### src/fet_mux_consts.svh
`ifndef FET_MUX_CONSTS_SVH
`define FET_MUX_CONSTS_SVH

// ----------------------------------------
// register numbers
// ----------------------------------------
`define REG_IDENTITY 3'h0
`define REG_RESET_TRIGGER 3'h0
`define REG_STATUS 3'h1
`define REG_SWITCH_STATE 3'h2
`define REG_OPEN_CMD 3'h3
`define REG_RELAY_OPEN 3'h4
`define REG_RELAY_CLOSE 3'h5
`define REG_CLOSE_CMD 3'h6

// ----------------------------------------
// identity and field layout
// ----------------------------------------
// component type value is arbitrary
`define COMPONENT_TYPE 5'h0b
`define ID_UPPER_FILL 8'hff
`define NO_TERMINAL_CODE 3'h7
`define BANK_ALL_OPEN 4'hf
`define BANK_MAX_CODE 4'h9
`define STAT_TERM_ABSENT 0
`define STAT_OPENING_BUSY 1
`define STAT_CLOSING_BUSY 2
`define STAT_RELAY_PENDING 3
`define STAT_RELAY_CLOSED 4

// ----------------------------------------
// timing
// ----------------------------------------
`define CLK_PERIOD_NS 10
`define OPEN_PULSE_NS 500
`define CLOSE_PULSE_NS 500
`define OPEN_PULSE_CYC ((`OPEN_PULSE_NS + `CLK_PERIOD_NS - 1) / `CLK_PERIOD_NS)
`define CLOSE_PULSE_CYC ((`CLOSE_PULSE_NS + `CLK_PERIOD_NS - 1) / `CLK_PERIOD_NS)

`endif

### src/fet_mux_pkg.sv
`default_nettype none

package fet_mux_pkg;

    // one register access from the backplane controller
    typedef struct packed {
        logic rd;
        logic wr;
        logic [2:0] addr;
        logic [15:0] data;
    } reg_req_t;

    // shared layout of the open and close command words
    typedef struct packed {
        logic relay;
        logic tree_en;
        logic bank_b_en;
        logic bank_a_en;
        logic [3:0] tree;
        logic [3:0] bank_b;
        logic [3:0] bank_a;
    } cmd_word_t;

    typedef enum logic [1:0] {
        RELAY_OPEN,
        RELAY_WAIT,
        RELAY_CLOSED
    } relay_state_t;

endpackage : fet_mux_pkg

`default_nettype wire

### src/fet_mux_switch_control.sv
// Behaviour
// - register 0 read gives id, upper byte ones
// - id: five component bits, three terminal bits
// - no terminal module forces low bits ones
// - register 1 read shows pacing status
// - register 2 shows switch state bits 0-11
// - bits 8-11 tree switches, one is closed
// - bank nibbles hold decimal channel or 1111
// - bank b decoded one decade above a
// - register 0 write opens all, stops strobes
// - register 3 command opens, pulses open strobe
// - register 4 write opens relays, pulses open
// - register 5 closes relays after open strobe
// - pulse close strobe while relays close
// - register 6 command closes, pulses close strobe
// - one command format, register picks action
// - bit 15 relays; 14-12 enable nibbles
// - tree bits 11..8 map channels 94..91
// - each enabled bank nibble decoded independently
// - relays stay closed until open or reset

`include "fet_mux_consts.svh"

`timescale 1ns/1ns
`default_nettype none

module fet_mux_switch_control
    import fet_mux_pkg::*;
(
    input wire logic clk,
    input wire logic rst,
    input wire reg_req_t req,
    output logic [15:0] rd_data,
    input wire logic bp_reset,
    input wire logic [2:0] term_id,
    input wire logic term_absent,
    input wire logic opening_i,
    output logic opening_o,
    output logic opening_oe,
    output logic closing_o,
    output logic [9:0] bank_a_sw,
    output logic [9:0] bank_b_sw,
    output logic [3:0] tree_sw,
    output logic relay_closed
);

    // ----------------------------------------
    // pin synchronisers
    // ----------------------------------------
    // reset pin, opening line and terminal straps are all asynchronous
    // only the second stage is read; the first may still be settling
    logic [5:0] pins_meta_q;
    logic [5:0] pins_q;
    wire [5:0] pins_raw = {bp_reset, opening_i, term_absent, term_id};

    always_ff @(posedge clk or posedge rst) begin
        if (rst) begin
            pins_meta_q <= 6'h00;
            pins_q <= 6'h00;
        end else begin
            pins_meta_q <= pins_raw;
            pins_q <= pins_meta_q;
        end
    end

    wire bp_reset_s = pins_q[5];
    wire opening_line_s = pins_q[4];
    wire term_absent_s = pins_q[3];
    wire [2:0] term_id_s = pins_q[2:0];

    // ----------------------------------------
    // write decode
    // ----------------------------------------
    wire cmd_word_t cmd = cmd_word_t'(req.data[15:0]);
    // writes to 1, 2 and 7 match nothing here and are dropped
    wire wr_reset = req.wr && (req.addr == `REG_RESET_TRIGGER);
    wire wr_open_cmd = req.wr && (req.addr == `REG_OPEN_CMD);
    wire wr_relay_open = req.wr && (req.addr == `REG_RELAY_OPEN);
    wire wr_relay_close = req.wr && (req.addr == `REG_RELAY_CLOSE);
    wire wr_close_cmd = req.wr && (req.addr == `REG_CLOSE_CMD);

    // backplane reset and a register 0 write act identically
    wire clear_all = wr_reset || bp_reset_s;

    // bit 15 acts on the relays when register 3 or 6 takes the word; 4 and 5 act on the relays whatever it holds
    wire relay_open_req = wr_relay_open || (wr_open_cmd && cmd.relay);
    wire relay_close_req = wr_relay_close || (wr_close_cmd && cmd.relay);

    // ----------------------------------------
    // switch state
    // ----------------------------------------
    logic [3:0] bank_a_q;
    logic [3:0] bank_b_q;
    logic [3:0] tree_q;
    logic [3:0] bank_a_d;
    logic [3:0] bank_b_d;
    logic [3:0] tree_d;

    // only one channel per bank can be closed, so the state is a code
    function automatic logic [3:0] bank_next(
        input logic [3:0] cur,
        input logic [3:0] code,
        input logic en,
        input logic close
    );
        logic [3:0] res;
        res = cur;
        if (en && code <= `BANK_MAX_CODE) begin
            if (close) begin
                res = code;
            end else if (cur == code) begin
                res = `BANK_ALL_OPEN;
            end
        end
        return res;
    endfunction : bank_next

    // address alone picks open or close for the same word layout
    wire do_cmd = wr_open_cmd || wr_close_cmd;
    wire cmd_close = wr_close_cmd;

    always_comb begin
        bank_a_d = bank_a_q;
        bank_b_d = bank_b_q;
        tree_d = tree_q;
        // a clear in the same cycle as a command wins
        if (clear_all) begin
            bank_a_d = `BANK_ALL_OPEN;
            bank_b_d = `BANK_ALL_OPEN;
            tree_d = 4'h0;
        end else if (do_cmd) begin
            bank_a_d = bank_next(bank_a_q, cmd.bank_a, cmd.bank_a_en, cmd_close);
            bank_b_d = bank_next(bank_b_q, cmd.bank_b, cmd.bank_b_en, cmd_close);
            if (cmd.tree_en) begin
                tree_d = cmd_close ? (tree_q | cmd.tree) : (tree_q & ~cmd.tree);
            end
        end
    end

    always_ff @(posedge clk or posedge rst) begin
        if (rst) begin
            bank_a_q <= `BANK_ALL_OPEN;
            bank_b_q <= `BANK_ALL_OPEN;
            tree_q <= 4'h0;
        end else begin
            bank_a_q <= bank_a_d;
            bank_b_q <= bank_b_d;
            tree_q <= tree_d;
        end
    end

    // ----------------------------------------
    // switch drive outputs
    // ----------------------------------------
    // index i of bank b is channel 10 + i
    // outputs decode the next code so they move with the state
    genvar gi;
    generate
        for (gi = 0; gi < 10; gi++) begin : g_chan
            always_ff @(posedge clk or posedge rst) begin
                if (rst) begin
                    bank_a_sw[gi] <= 1'b0;
                    bank_b_sw[gi] <= 1'b0;
                end else begin
                    bank_a_sw[gi] <= (bank_a_d == 4'(gi));
                    bank_b_sw[gi] <= (bank_b_d == 4'(gi));
                end
            end
        end
    endgenerate

    always_ff @(posedge clk or posedge rst) begin
        if (rst) begin
            tree_sw <= 4'h0;
        end else begin
            tree_sw <= tree_d;
        end
    end

    // ----------------------------------------
    // opening strobe
    // ----------------------------------------
    logic [7:0] open_cnt_q;
    logic opening_drive_q;
    wire start_open = wr_open_cmd || wr_relay_open;
    // high from the launch edge until the count reaches one: exactly the count long
    wire opening_drive_d = !clear_all && (start_open || open_cnt_q > 8'h01);

    // a new launch restarts the count and so stretches a running pulse
    always_ff @(posedge clk or posedge rst) begin
        if (rst) begin
            open_cnt_q <= 8'h00;
        end else if (clear_all) begin
            open_cnt_q <= 8'h00;
        end else if (start_open) begin
            open_cnt_q <= 8'(`OPEN_PULSE_CYC);
        end else if (open_cnt_q != 8'h00) begin
            open_cnt_q <= open_cnt_q - 8'h01;
        end
    end

    always_ff @(posedge clk or posedge rst) begin
        if (rst) begin
            opening_drive_q <= 1'b0;
        end else begin
            opening_drive_q <= opening_drive_d;
        end
    end

    assign opening_o = opening_drive_q;
    assign opening_oe = opening_drive_q;

    // another card may hold the line too, so both are watched
    // our own drive returns on the line late, which only stretches busy
    wire opening_busy = opening_drive_q || opening_line_s;

    // a FET opening launched on this very edge must hold the make off too
    wire hold_close = opening_busy || start_open;

    // ----------------------------------------
    // isolation relays
    // ----------------------------------------
    relay_state_t relay_q;
    relay_state_t relay_d;
    logic relay_fire;

    always_comb begin
        relay_d = relay_q;
        relay_fire = 1'b0;
        if (clear_all) begin
            relay_d = RELAY_OPEN;
        end else if (relay_open_req) begin
            // an open beats a close that is still waiting
            relay_d = RELAY_OPEN;
        end else begin
            case (relay_q)
                RELAY_OPEN: begin
                    if (relay_close_req) begin
                        relay_d = RELAY_WAIT;
                    end
                end
                RELAY_WAIT: begin
                    // break before make
                    if (!hold_close) begin
                        relay_d = RELAY_CLOSED;
                        relay_fire = 1'b1;
                    end
                end
                RELAY_CLOSED: begin
                    // a repeated close request makes no second close pulse
                    relay_d = RELAY_CLOSED;
                end
                default: begin
                    relay_d = RELAY_OPEN;
                end
            endcase
        end
    end

    always_ff @(posedge clk or posedge rst) begin
        if (rst) begin
            relay_q <= RELAY_OPEN;
            relay_closed <= 1'b0;
        end else begin
            relay_q <= relay_d;
            relay_closed <= (relay_d == RELAY_CLOSED);
        end
    end

    // ----------------------------------------
    // closing strobe
    // ----------------------------------------
    logic [7:0] close_cnt_q;
    wire start_close = wr_close_cmd || relay_fire;
    // same shape as the opening drive
    wire closing_d = !clear_all && (start_close || close_cnt_q > 8'h01);

    always_ff @(posedge clk or posedge rst) begin
        if (rst) begin
            close_cnt_q <= 8'h00;
        end else if (clear_all) begin
            close_cnt_q <= 8'h00;
        end else if (start_close) begin
            close_cnt_q <= 8'(`CLOSE_PULSE_CYC);
        end else if (close_cnt_q != 8'h00) begin
            close_cnt_q <= close_cnt_q - 8'h01;
        end
    end

    always_ff @(posedge clk or posedge rst) begin
        if (rst) begin
            closing_o <= 1'b0;
        end else begin
            closing_o <= closing_d;
        end
    end

    // ----------------------------------------
    // read path
    // ----------------------------------------
    wire [2:0] term_code = term_absent_s ? `NO_TERMINAL_CODE : term_id_s;
    wire [15:0] id_word = {`ID_UPPER_FILL, `COMPONENT_TYPE, term_code};

    // ----------------------------------------
    // status
    // ----------------------------------------
    // a close still waiting on the opening line shows here so the controller can pace
    logic [15:0] status_word;
    always_comb begin
        status_word = 16'h0000;
        status_word[`STAT_TERM_ABSENT] = term_absent_s;
        status_word[`STAT_OPENING_BUSY] = opening_busy;
        status_word[`STAT_CLOSING_BUSY] = closing_o;
        status_word[`STAT_RELAY_PENDING] = (relay_q == RELAY_WAIT);
        status_word[`STAT_RELAY_CLOSED] = relay_closed;
    end

    // undefined top nibble is returned as zero
    wire [15:0] switch_word = {4'h0, tree_q, bank_b_q, bank_a_q};

    // ----------------------------------------
    // read select
    // ----------------------------------------
    // registers 3 to 7 read as zero
    wire rd_id = req.addr == `REG_IDENTITY;
    wire rd_status = req.addr == `REG_STATUS;
    wire rd_switch = req.addr == `REG_SWITCH_STATE;
    wire [15:0] rd_sel = rd_id ? id_word :
                         rd_status ? status_word :
                         rd_switch ? switch_word : 16'h0000;

    // answer held until the next read
    always_ff @(posedge clk or posedge rst) begin
        if (rst) begin
            rd_data <= 16'h0000;
        end else if (req.rd) begin
            rd_data <= rd_sel;
        end
    end

endmodule : fet_mux_switch_control

`default_nettype wire

### config.mk
export PLATFORM = sky130hd
export DESIGN_NAME = fet_mux_switch_control
export DESIGN_NICKNAME = d
export VERILOG_FILES = /design/src/fet_mux_pkg.sv /design/src/fet_mux_switch_control.sv
export VERILOG_INCLUDE_DIRS = /design/src
export SDC_FILE = /design/constraint.sdc
export NUM_CORES = 1
export LEC_CHECK = 0
export ABC_AREA = 1
export BUFFER_PORTS_ARGS = -buffer_cell sky130_fd_sc_hd__buf_2
export CORE_MARGIN = 3
export CORE_UTILIZATION = 55
export CTS_CLUSTER_SIZE = 16
export DETAILED_ROUTE_END_ITERATION = 8
export GPL_TIMING_DRIVEN = 0
export PLACE_DENSITY = 0.8
export SETUP_SLACK_MARGIN = 0.02
export SLEW_MARGIN = 20
export SYNTH_ARGS = -nofsm -noshare
export SYNTH_HDL_FRONTEND = slang
export SYNTH_SLANG_ARGS = --single-unit
export TNS_END_PERCENT = 1
### constraint.sdc
create_clock -name clk -period 3.1 [get_ports clk]
set_input_delay 0.62 -clock clk [delete_from_list [all_inputs] [get_ports clk]]
set_output_delay 0.62 -clock clk [all_outputs]
set_load 0.02 [all_outputs]
==> summary.txt, run 1 <==
reg-to-reg startpoint = close_cnt_q[0]
Clock Skews = 0.007863 ns
vias in the first global route = 2846
Synthesized Nets = 468
WP data required = 3.32 ns
pin count of the biggest net entering global routing = 46
final non-filler cell total = 597
initial antenna violation count = 0
P&R area growth vs syn = 18.38%
# DRC = 0
clk buf depth = 2
crit path time final = 1.688 ns
maximum clock rate = 0.5924 GHz
FF-to-FF End = close_cnt_q[1]
die extent in y = 87.07 um
Port Buffers = 71
htree depth = 3
hold slack final = 0.2777 ns
clock latency on the worst-skew pair = 0.34 ns
detailed router's first-iteration violation count = 143
synthesized area = 3615 um2
total leakage power = 2.367 nW
Initial DRT Pass Iterations = 5
Cell variety after synth = 32
detailed placement HPWL = 5.876 mm
synth warn = 0
setup TNS = 0 ns
Seq/Total Area, Yosys = 0.5427
flop2flop setup slack = 1.42 ns
status = completed
top cell type's share of synthesized area = 0.4846
Avg Inst Size Synth = 8.329 um2
Top Ports = 73
CTS sink cnt = 78
EDFF count, synth = 0
# setup viols final = 0
dominant cell type by area after synthesis = dfrtp_1
# hold bufs at CTS = 0
GRT Total Usage = 0.2214
Critical Path Source Type = input port
Fillers = 473
Worst setup EP type = flip-flop
final wirelength = 7.795 mm
row count = 28
Tcrit/Tclk final = 0.5445
commonest non-fill, non-tap cells in the layout = nand2_1 (107), buf_2 (72), dfrtp_1 (70)
Fin. Hold Viols = 0
vias per cell = 5.154
ys async rst share = 1.000
WL/cell = 13.06 um
number of synthesized register bits = 78
RSZ-0062 raised after global routing = false
Initial Util = 0.5896
dpl cells = 581
Worst EP arrival = 1.91 ns
maxcap violations = 0
commonest non-fill, non-tap cell in the layout = nand2_1
Routed Antenna Nets = 0
Slew Limit Fails = 0
worst slew pin tran = 0.5025 ns
Die Width = 87.07 um
full die area = 7581 um2
Post-CTS Setup Bufs = 0
Cell Pwr Density = 656.5 nW/um2
CORE AREA = 6131 um2
worst-path maximum fanout = 5
CTS tree = built
via count = 3077
layout cell share with drive strength beyond 1 = 0.2356
Min-Delay Path Class = in2async
Slew HR = 0.6650
global-route wire length before repair = 12.99 mm
Layout Utilization = 0.6980
kind of critical path = in2reg
synthesized instance count = 434
Nets = 551
grt total ovfl = 0
clock-pin slew on the worst setup and hold paths = 0.08 ns
Worst VDD drop = 0.4137 mV
root buffer cell = clkbuf_8
routability cong. = 0.9069
Inserted Diodes = 0
Top FF cell, synth = dfrtp_1
CTS resizes = 0
R2R depth = 8
dominant cells by area after synthesis = dfrtp_1 (48%), nand2_1 (11%), nor2_1 (7.0%)
TritonCTS Buffers = 9
-- report_power, final --
group	switching, mW	internal, mW	leakage [nW]
Sequential	0.100	1.15	1.00
Combinational	0.515	0.298	1.27
Clock	0.354	0.396	0.0976
Total	0.969	1.84	2.37
-- critical path, stage by stage --
cell and delay, ns:
buf_2 0.12, nand2_2 0.14, inv_1 0.09, a21oi_2 0.28, inv_1 0.15, nor2_2 0.18
nand2_1 0.12, nand2_1 0.13, o22ai_1 0.09
-- metal layers --
layer,vias to the layer above,routed length [um],part of all wire,global-route usage
met4,0,95,0.012,0.06091
met2,124,3729,0.48,0.3568
met1,1411,3275,0.42,0.2898
met5,-,0,0,0
met3,9,695,0.089,0.06906
li1,1533,-,-,-
-- cells in the mapped netlist (2+ instances only) --
cell and n:
nor3_1 8, a21oi_1 19, dfrtp_1 70, inv_1 54, o21ai_0 24, inv_2 3, nor2_2 4, nand2_1 107
xor2_1 3, nand4_1 3, ha_1 5, nand3_2 4, o22ai_1 3, buf_4 4, dfstp_2 8, clkbuf_1 3
nor2_1 67, a211oi_1 3, nand3_1 21, a22oi_1 2, nand2_2 8
-- through the flow --
step	setup WS (ns)	area, um2	power, mW
floorplan	0.4982	3615	1.859
global route	1.263	4279	3.000
CTS	1.412	4279	2.816
finish	1.412	4279	2.809
detailed placement	1.056	4086	2.065
global placement	-0.3336	4064	2.029
-- final cells by class --
cell class / count / area [um2] / area share
Tap cell: 75 / 93.84 / 0.02193
Sequential cell: 78 / 1962 / 0.4585
Buffer: 9 / 57.56 / 0.01345
Inverter: 57 / 216.5 / 0.05058
Clock buffer: 13 / 148.9 / 0.03480
Clock inverter: 3 / 43.79 / 0.01023
Timing Repair Buffer: 72 / 375.4 / 0.08772
Multi-Input combinational cell: 290 / 1381 / 0.3228
-- sequential cells by signal, indices dropped and copies added (netlist names) --
name          flops
bank_a_q          4
bank_a_sw        10
bank_b_q          4
bank_b_sw        10
close_cnt_q       8
closing_o         1
open_cnt_q        8
opening_o         1
pins_meta_q       6
pins_q            6
rd_data          13
relay_closed      1
relay_q           2
tree_sw           4
-- kinds of logic after synthesis --
| kind of cell | count (synthesis) | share of synthesized area |
|---|---|---|
| compound gates | 55 | 0.08584 |
| xor+xnor | 4 | 0.009694 |
| fa+ha+maj | 5 | 0.01731 |
| buf+inv | 66 | 0.07511 |
| flops | 78 | 0.5427 |
| simple gates | 226 | 0.2693 |
-- worst max path at each step --
stage	start	endpoint	slack, ns	depth (start not counted)
after detailed placement	req[16]	tree_sw[0]	1.06	8
after global placement	rst	bank_b_sw[1]	-0.33	2
after CTS	rd_data[14]	rd_data[14]	1.41	2
after global routing	close_cnt_q[0]	close_cnt_q[1]	1.26	8
final	req[19]	open_cnt_q[1]	1.41	9
after floorplan	rst	bank_a_sw[0]	0.50	1
(Power assumes the default switching activity.)
==> run 2, diff against run 1 <==
- CORE_UTILIZATION: 55 -> 49
- PLACE_DENSITY: 0.8 -> 0.75
- clock period: 3.1 -> 1.5 ns (I/O delays scaled with it)
==> run 2 against run 1 <==
The run now ends with negative hold slack, negative setup slack left. Largest power group unchanged. Worst setup slack lost 1.5 ns. Highest routed layer unchanged. Register-to-register slack got worse by 1.5 ns. Via count rose by 4.3%. Non-clock buffer count rose by 9. Clock power is 83% higher.
==> summary.txt, run 2 (synthesis results as in run 1) <==
status = finished with violations
violated checks = negative hold slack, negative setup slack
Flop pwr share = 0.447 (+0.003)
setup ws final = -0.09223 ns (-1.504 ns)
dpl cells = 603 (+3.8%)
Clock Power Share = 0.238 (-0.029)
Worst VDD drop = 0.8638 mV (+110%)
CTS tree = built
vias per cell = 5.116 (-0.73%)
clock-pin slew on the worst setup and hold paths = 0.09 ns (about the same)
multi-input logic area = 1622 um2 (+17%)
maximum clock rate = 0.6280 GHz
worst slew pin tran = 0.5506 ns (+0.04815 ns)
Cell Pwr Density = 1251 nW/um2 (+91%)
final wirelength = 8.641 mm (+11%)
commonest non-fill, non-tap cells in the layout = nand2_1 (78), buf_2 (71), dfrtp_1 (70)
full die area = 8444 um2 (+11%)
fin area = 4619 um2 (+8.0%)
largest registers = rd_data x13, bank_a_sw x10, bank_b_sw x10
total leakage power = 2.430 nW (+2.6%)
Min-Delay Path Class = in2async
Routed Antenna Nets = 0 (unchanged)
Fin. Hold Viols = 3 (+3)
layout cell share with drive strength beyond 1 = 0.3748 (+0.1391)
kind of critical path = reg2reg
Psw = 2.118 mW (+120%)
global-route wire length before repair = 13.92 mm (+7.1%)
maxcap violations = 0 (unchanged)
Top Ports = 73 (unchanged)
post-place instance area = 4141 um2 (+1.3%)
initial antenna violation count = 0 (unchanged)
final non-filler cell total = 627 (+5.0%)
Pint = 3.663 mW (+99%)
Port Buffers = 71 (unchanged)
vias in the first global route = 3070 (+7.9%)
grt total ovfl = 0 (unchanged)
CORE AREA = 6982 um2 (+14%)
Fillers = 567 (+20%)
via count = 3208 (+4.3%)
combinational power share = 0.315 (+0.025)
Critical Path Source Type = flip-flop
die extent in y = 91.89 um (+5.5%)
most flop-heavy register = rd_data
crit path time final = 1.592 ns
RSZ-0062 raised after global routing = true
Nets = 560 (+1.6%)
switching power share of the total = 0.3664 (+0.02128)
row count = 30 (+7.1%)
Slew Limit Fails = 0 (unchanged)
Inserted Diodes = 0 (unchanged)
WL/cell = 13.78 um (+5.5%)
Die Width = 91.89 um (+5.5%)
Clock Skews = 0.01170 ns (+0.003841 ns)
clock latency on the worst-skew pair = 0.35 ns (about the same)
Worst setup EP type = flip-flop
worst-path maximum fanout = 6 (+1)
Initial Util = 0.5177 (-0.07185)
Layout Utilization = 0.6616 (-0.03631)
WP data required = 1.78 ns (-1.54 ns)
P&R area growth vs syn = 27.80%
Worst EP arrival = 1.87 ns (-0.04 ns)
Seq. cell area = 1962 um2 (unchanged)
# hold bufs at CTS = 0 (unchanged)
Tcrit/Tclk final = 1.061
TritonCTS Buffers = 9 (unchanged)
Place WS = -0.2266 ns (-1.283 ns)
# setup viols final = 17 (+17)
Initial DRT Pass Iterations = 4 (-1)
root buffer cell = clkbuf_8
CTS sink cnt = 78 (unchanged)
max FFs per register = 13 (unchanged)
clk buf depth = 2 (unchanged)
GRT Total Usage = 0.2056 (-0.01584)
pin count of the biggest net entering global routing = 35 (-24%)
detailed placement HPWL = 6.006 mm (+2.2%)
# DRC = 0 (unchanged)
hold slack final = -0.005313 ns (-0.2831 ns)
Slew HR = 0.6321 (-0.03287)
routability cong. = 0.8829 (-2.6%)
detailed router's first-iteration violation count = 185 (+29%)
htree depth = 3 (unchanged)
commonest non-fill, non-tap cell in the layout = nand2_1
==> run 2: cell types whose count changed in the layout (fill, tap and decap cells not counted), moves of 4 or more <==
cell	change
nor2_1	-13
buf_4	+7
nor2_2	+12
inv_1	-12
clkinvlp_4	+4
nand3_1	-7
nand2_4	+11
inv_2	+11
nand2_1	-29
nand2_2	+18
nand3_2	+5
==> run 2: power by group through the flow <==
| stage | Clock, mW | Combinational (mW) | Sequential, mW |
|---|---|---|---|
| finish | 1.37 | 1.82 | 2.59 |
| global route | 1.48 | 2.09 | 2.63 |
| CTS | 1.38 | 1.71 | 2.58 |
| detailed placement | 0 | 1.66 | 2.61 |
| global placement | 0 | 1.61 | 2.60 |
| floorplan | 0 | 1.20 | 2.64 |
==> run 2: repair_timing <==
action | 4_1_cts | 5_1_grt
setup buffers | 7 | 1
resized for setup | 27 | 58
pin swaps | 17 | 23
setup endpoints to repair | 27 | 43
==> run 2: worst max-delay path, cell delays in order (launching register included) <==
cell and delay [ns]:
dfstp_2 0.56, inv_2 0.06, nand2_2 0.05, nand2_1 0.04, nor2_1 0.11, nand2_1 0.09, nand2_2 0.08, nand2_4 0.10
nand2_2 0.12, nand2_4 0.07, nand2_2 0.09, nand2_2 0.06, nor2_1 0.10
==> run 2: path summary, 6_finish.rpt <==
kind	startpoint	to	slack [ns]	cells after the start
setup / recovery	bank_b_q[2]	bank_b_sw[7]	-0.09	12
hold / removal	rst	pins_q[2]	-0.005	2
setup reg to reg	bank_b_q[2]	bank_b_sw[7]	-0.09	12
hold reg to reg	pins_meta_q[0]	pins_q[0]	0.35	0
max in group asynchronous	rst	bank_b_q[1]	0.89	3
min in group clk	term_id[0]	pins_meta_q[0]	0.06	1
==> run 2: metrics by stage <==
step,total power [mW],setup TNS (ns)
finish,5.781,-0.6454
global route,6.191,-3.129
CTS,5.667,-0.1044
detailed placement,4.268,-5.894
global placement,4.213,-16.37
floorplan,3.842,0
==> run 2: routing by layer <==
layer	track usage	vias to the layer above	share of wire
li1	-	1549	-
met1	0.2729	1539	0.45
met2	0.3358	104	0.48
met3	0.03445	16	0.047
met4	0.08416	0	0.024
met5	0	-	0
==> run 2: layout make-up <==
type / instances / share of cell area
flip-flops and latches: 78 / 0.4247
multi-input cells: 290 / 0.3510
repair buffers: 81 / 0.1010
inverters: 57 / 0.04767
clock buffers: 11 / 0.02844
well taps: 96 / 0.02600
plain buffers: 9 / 0.01327
clock inverters: 5 / 0.007855
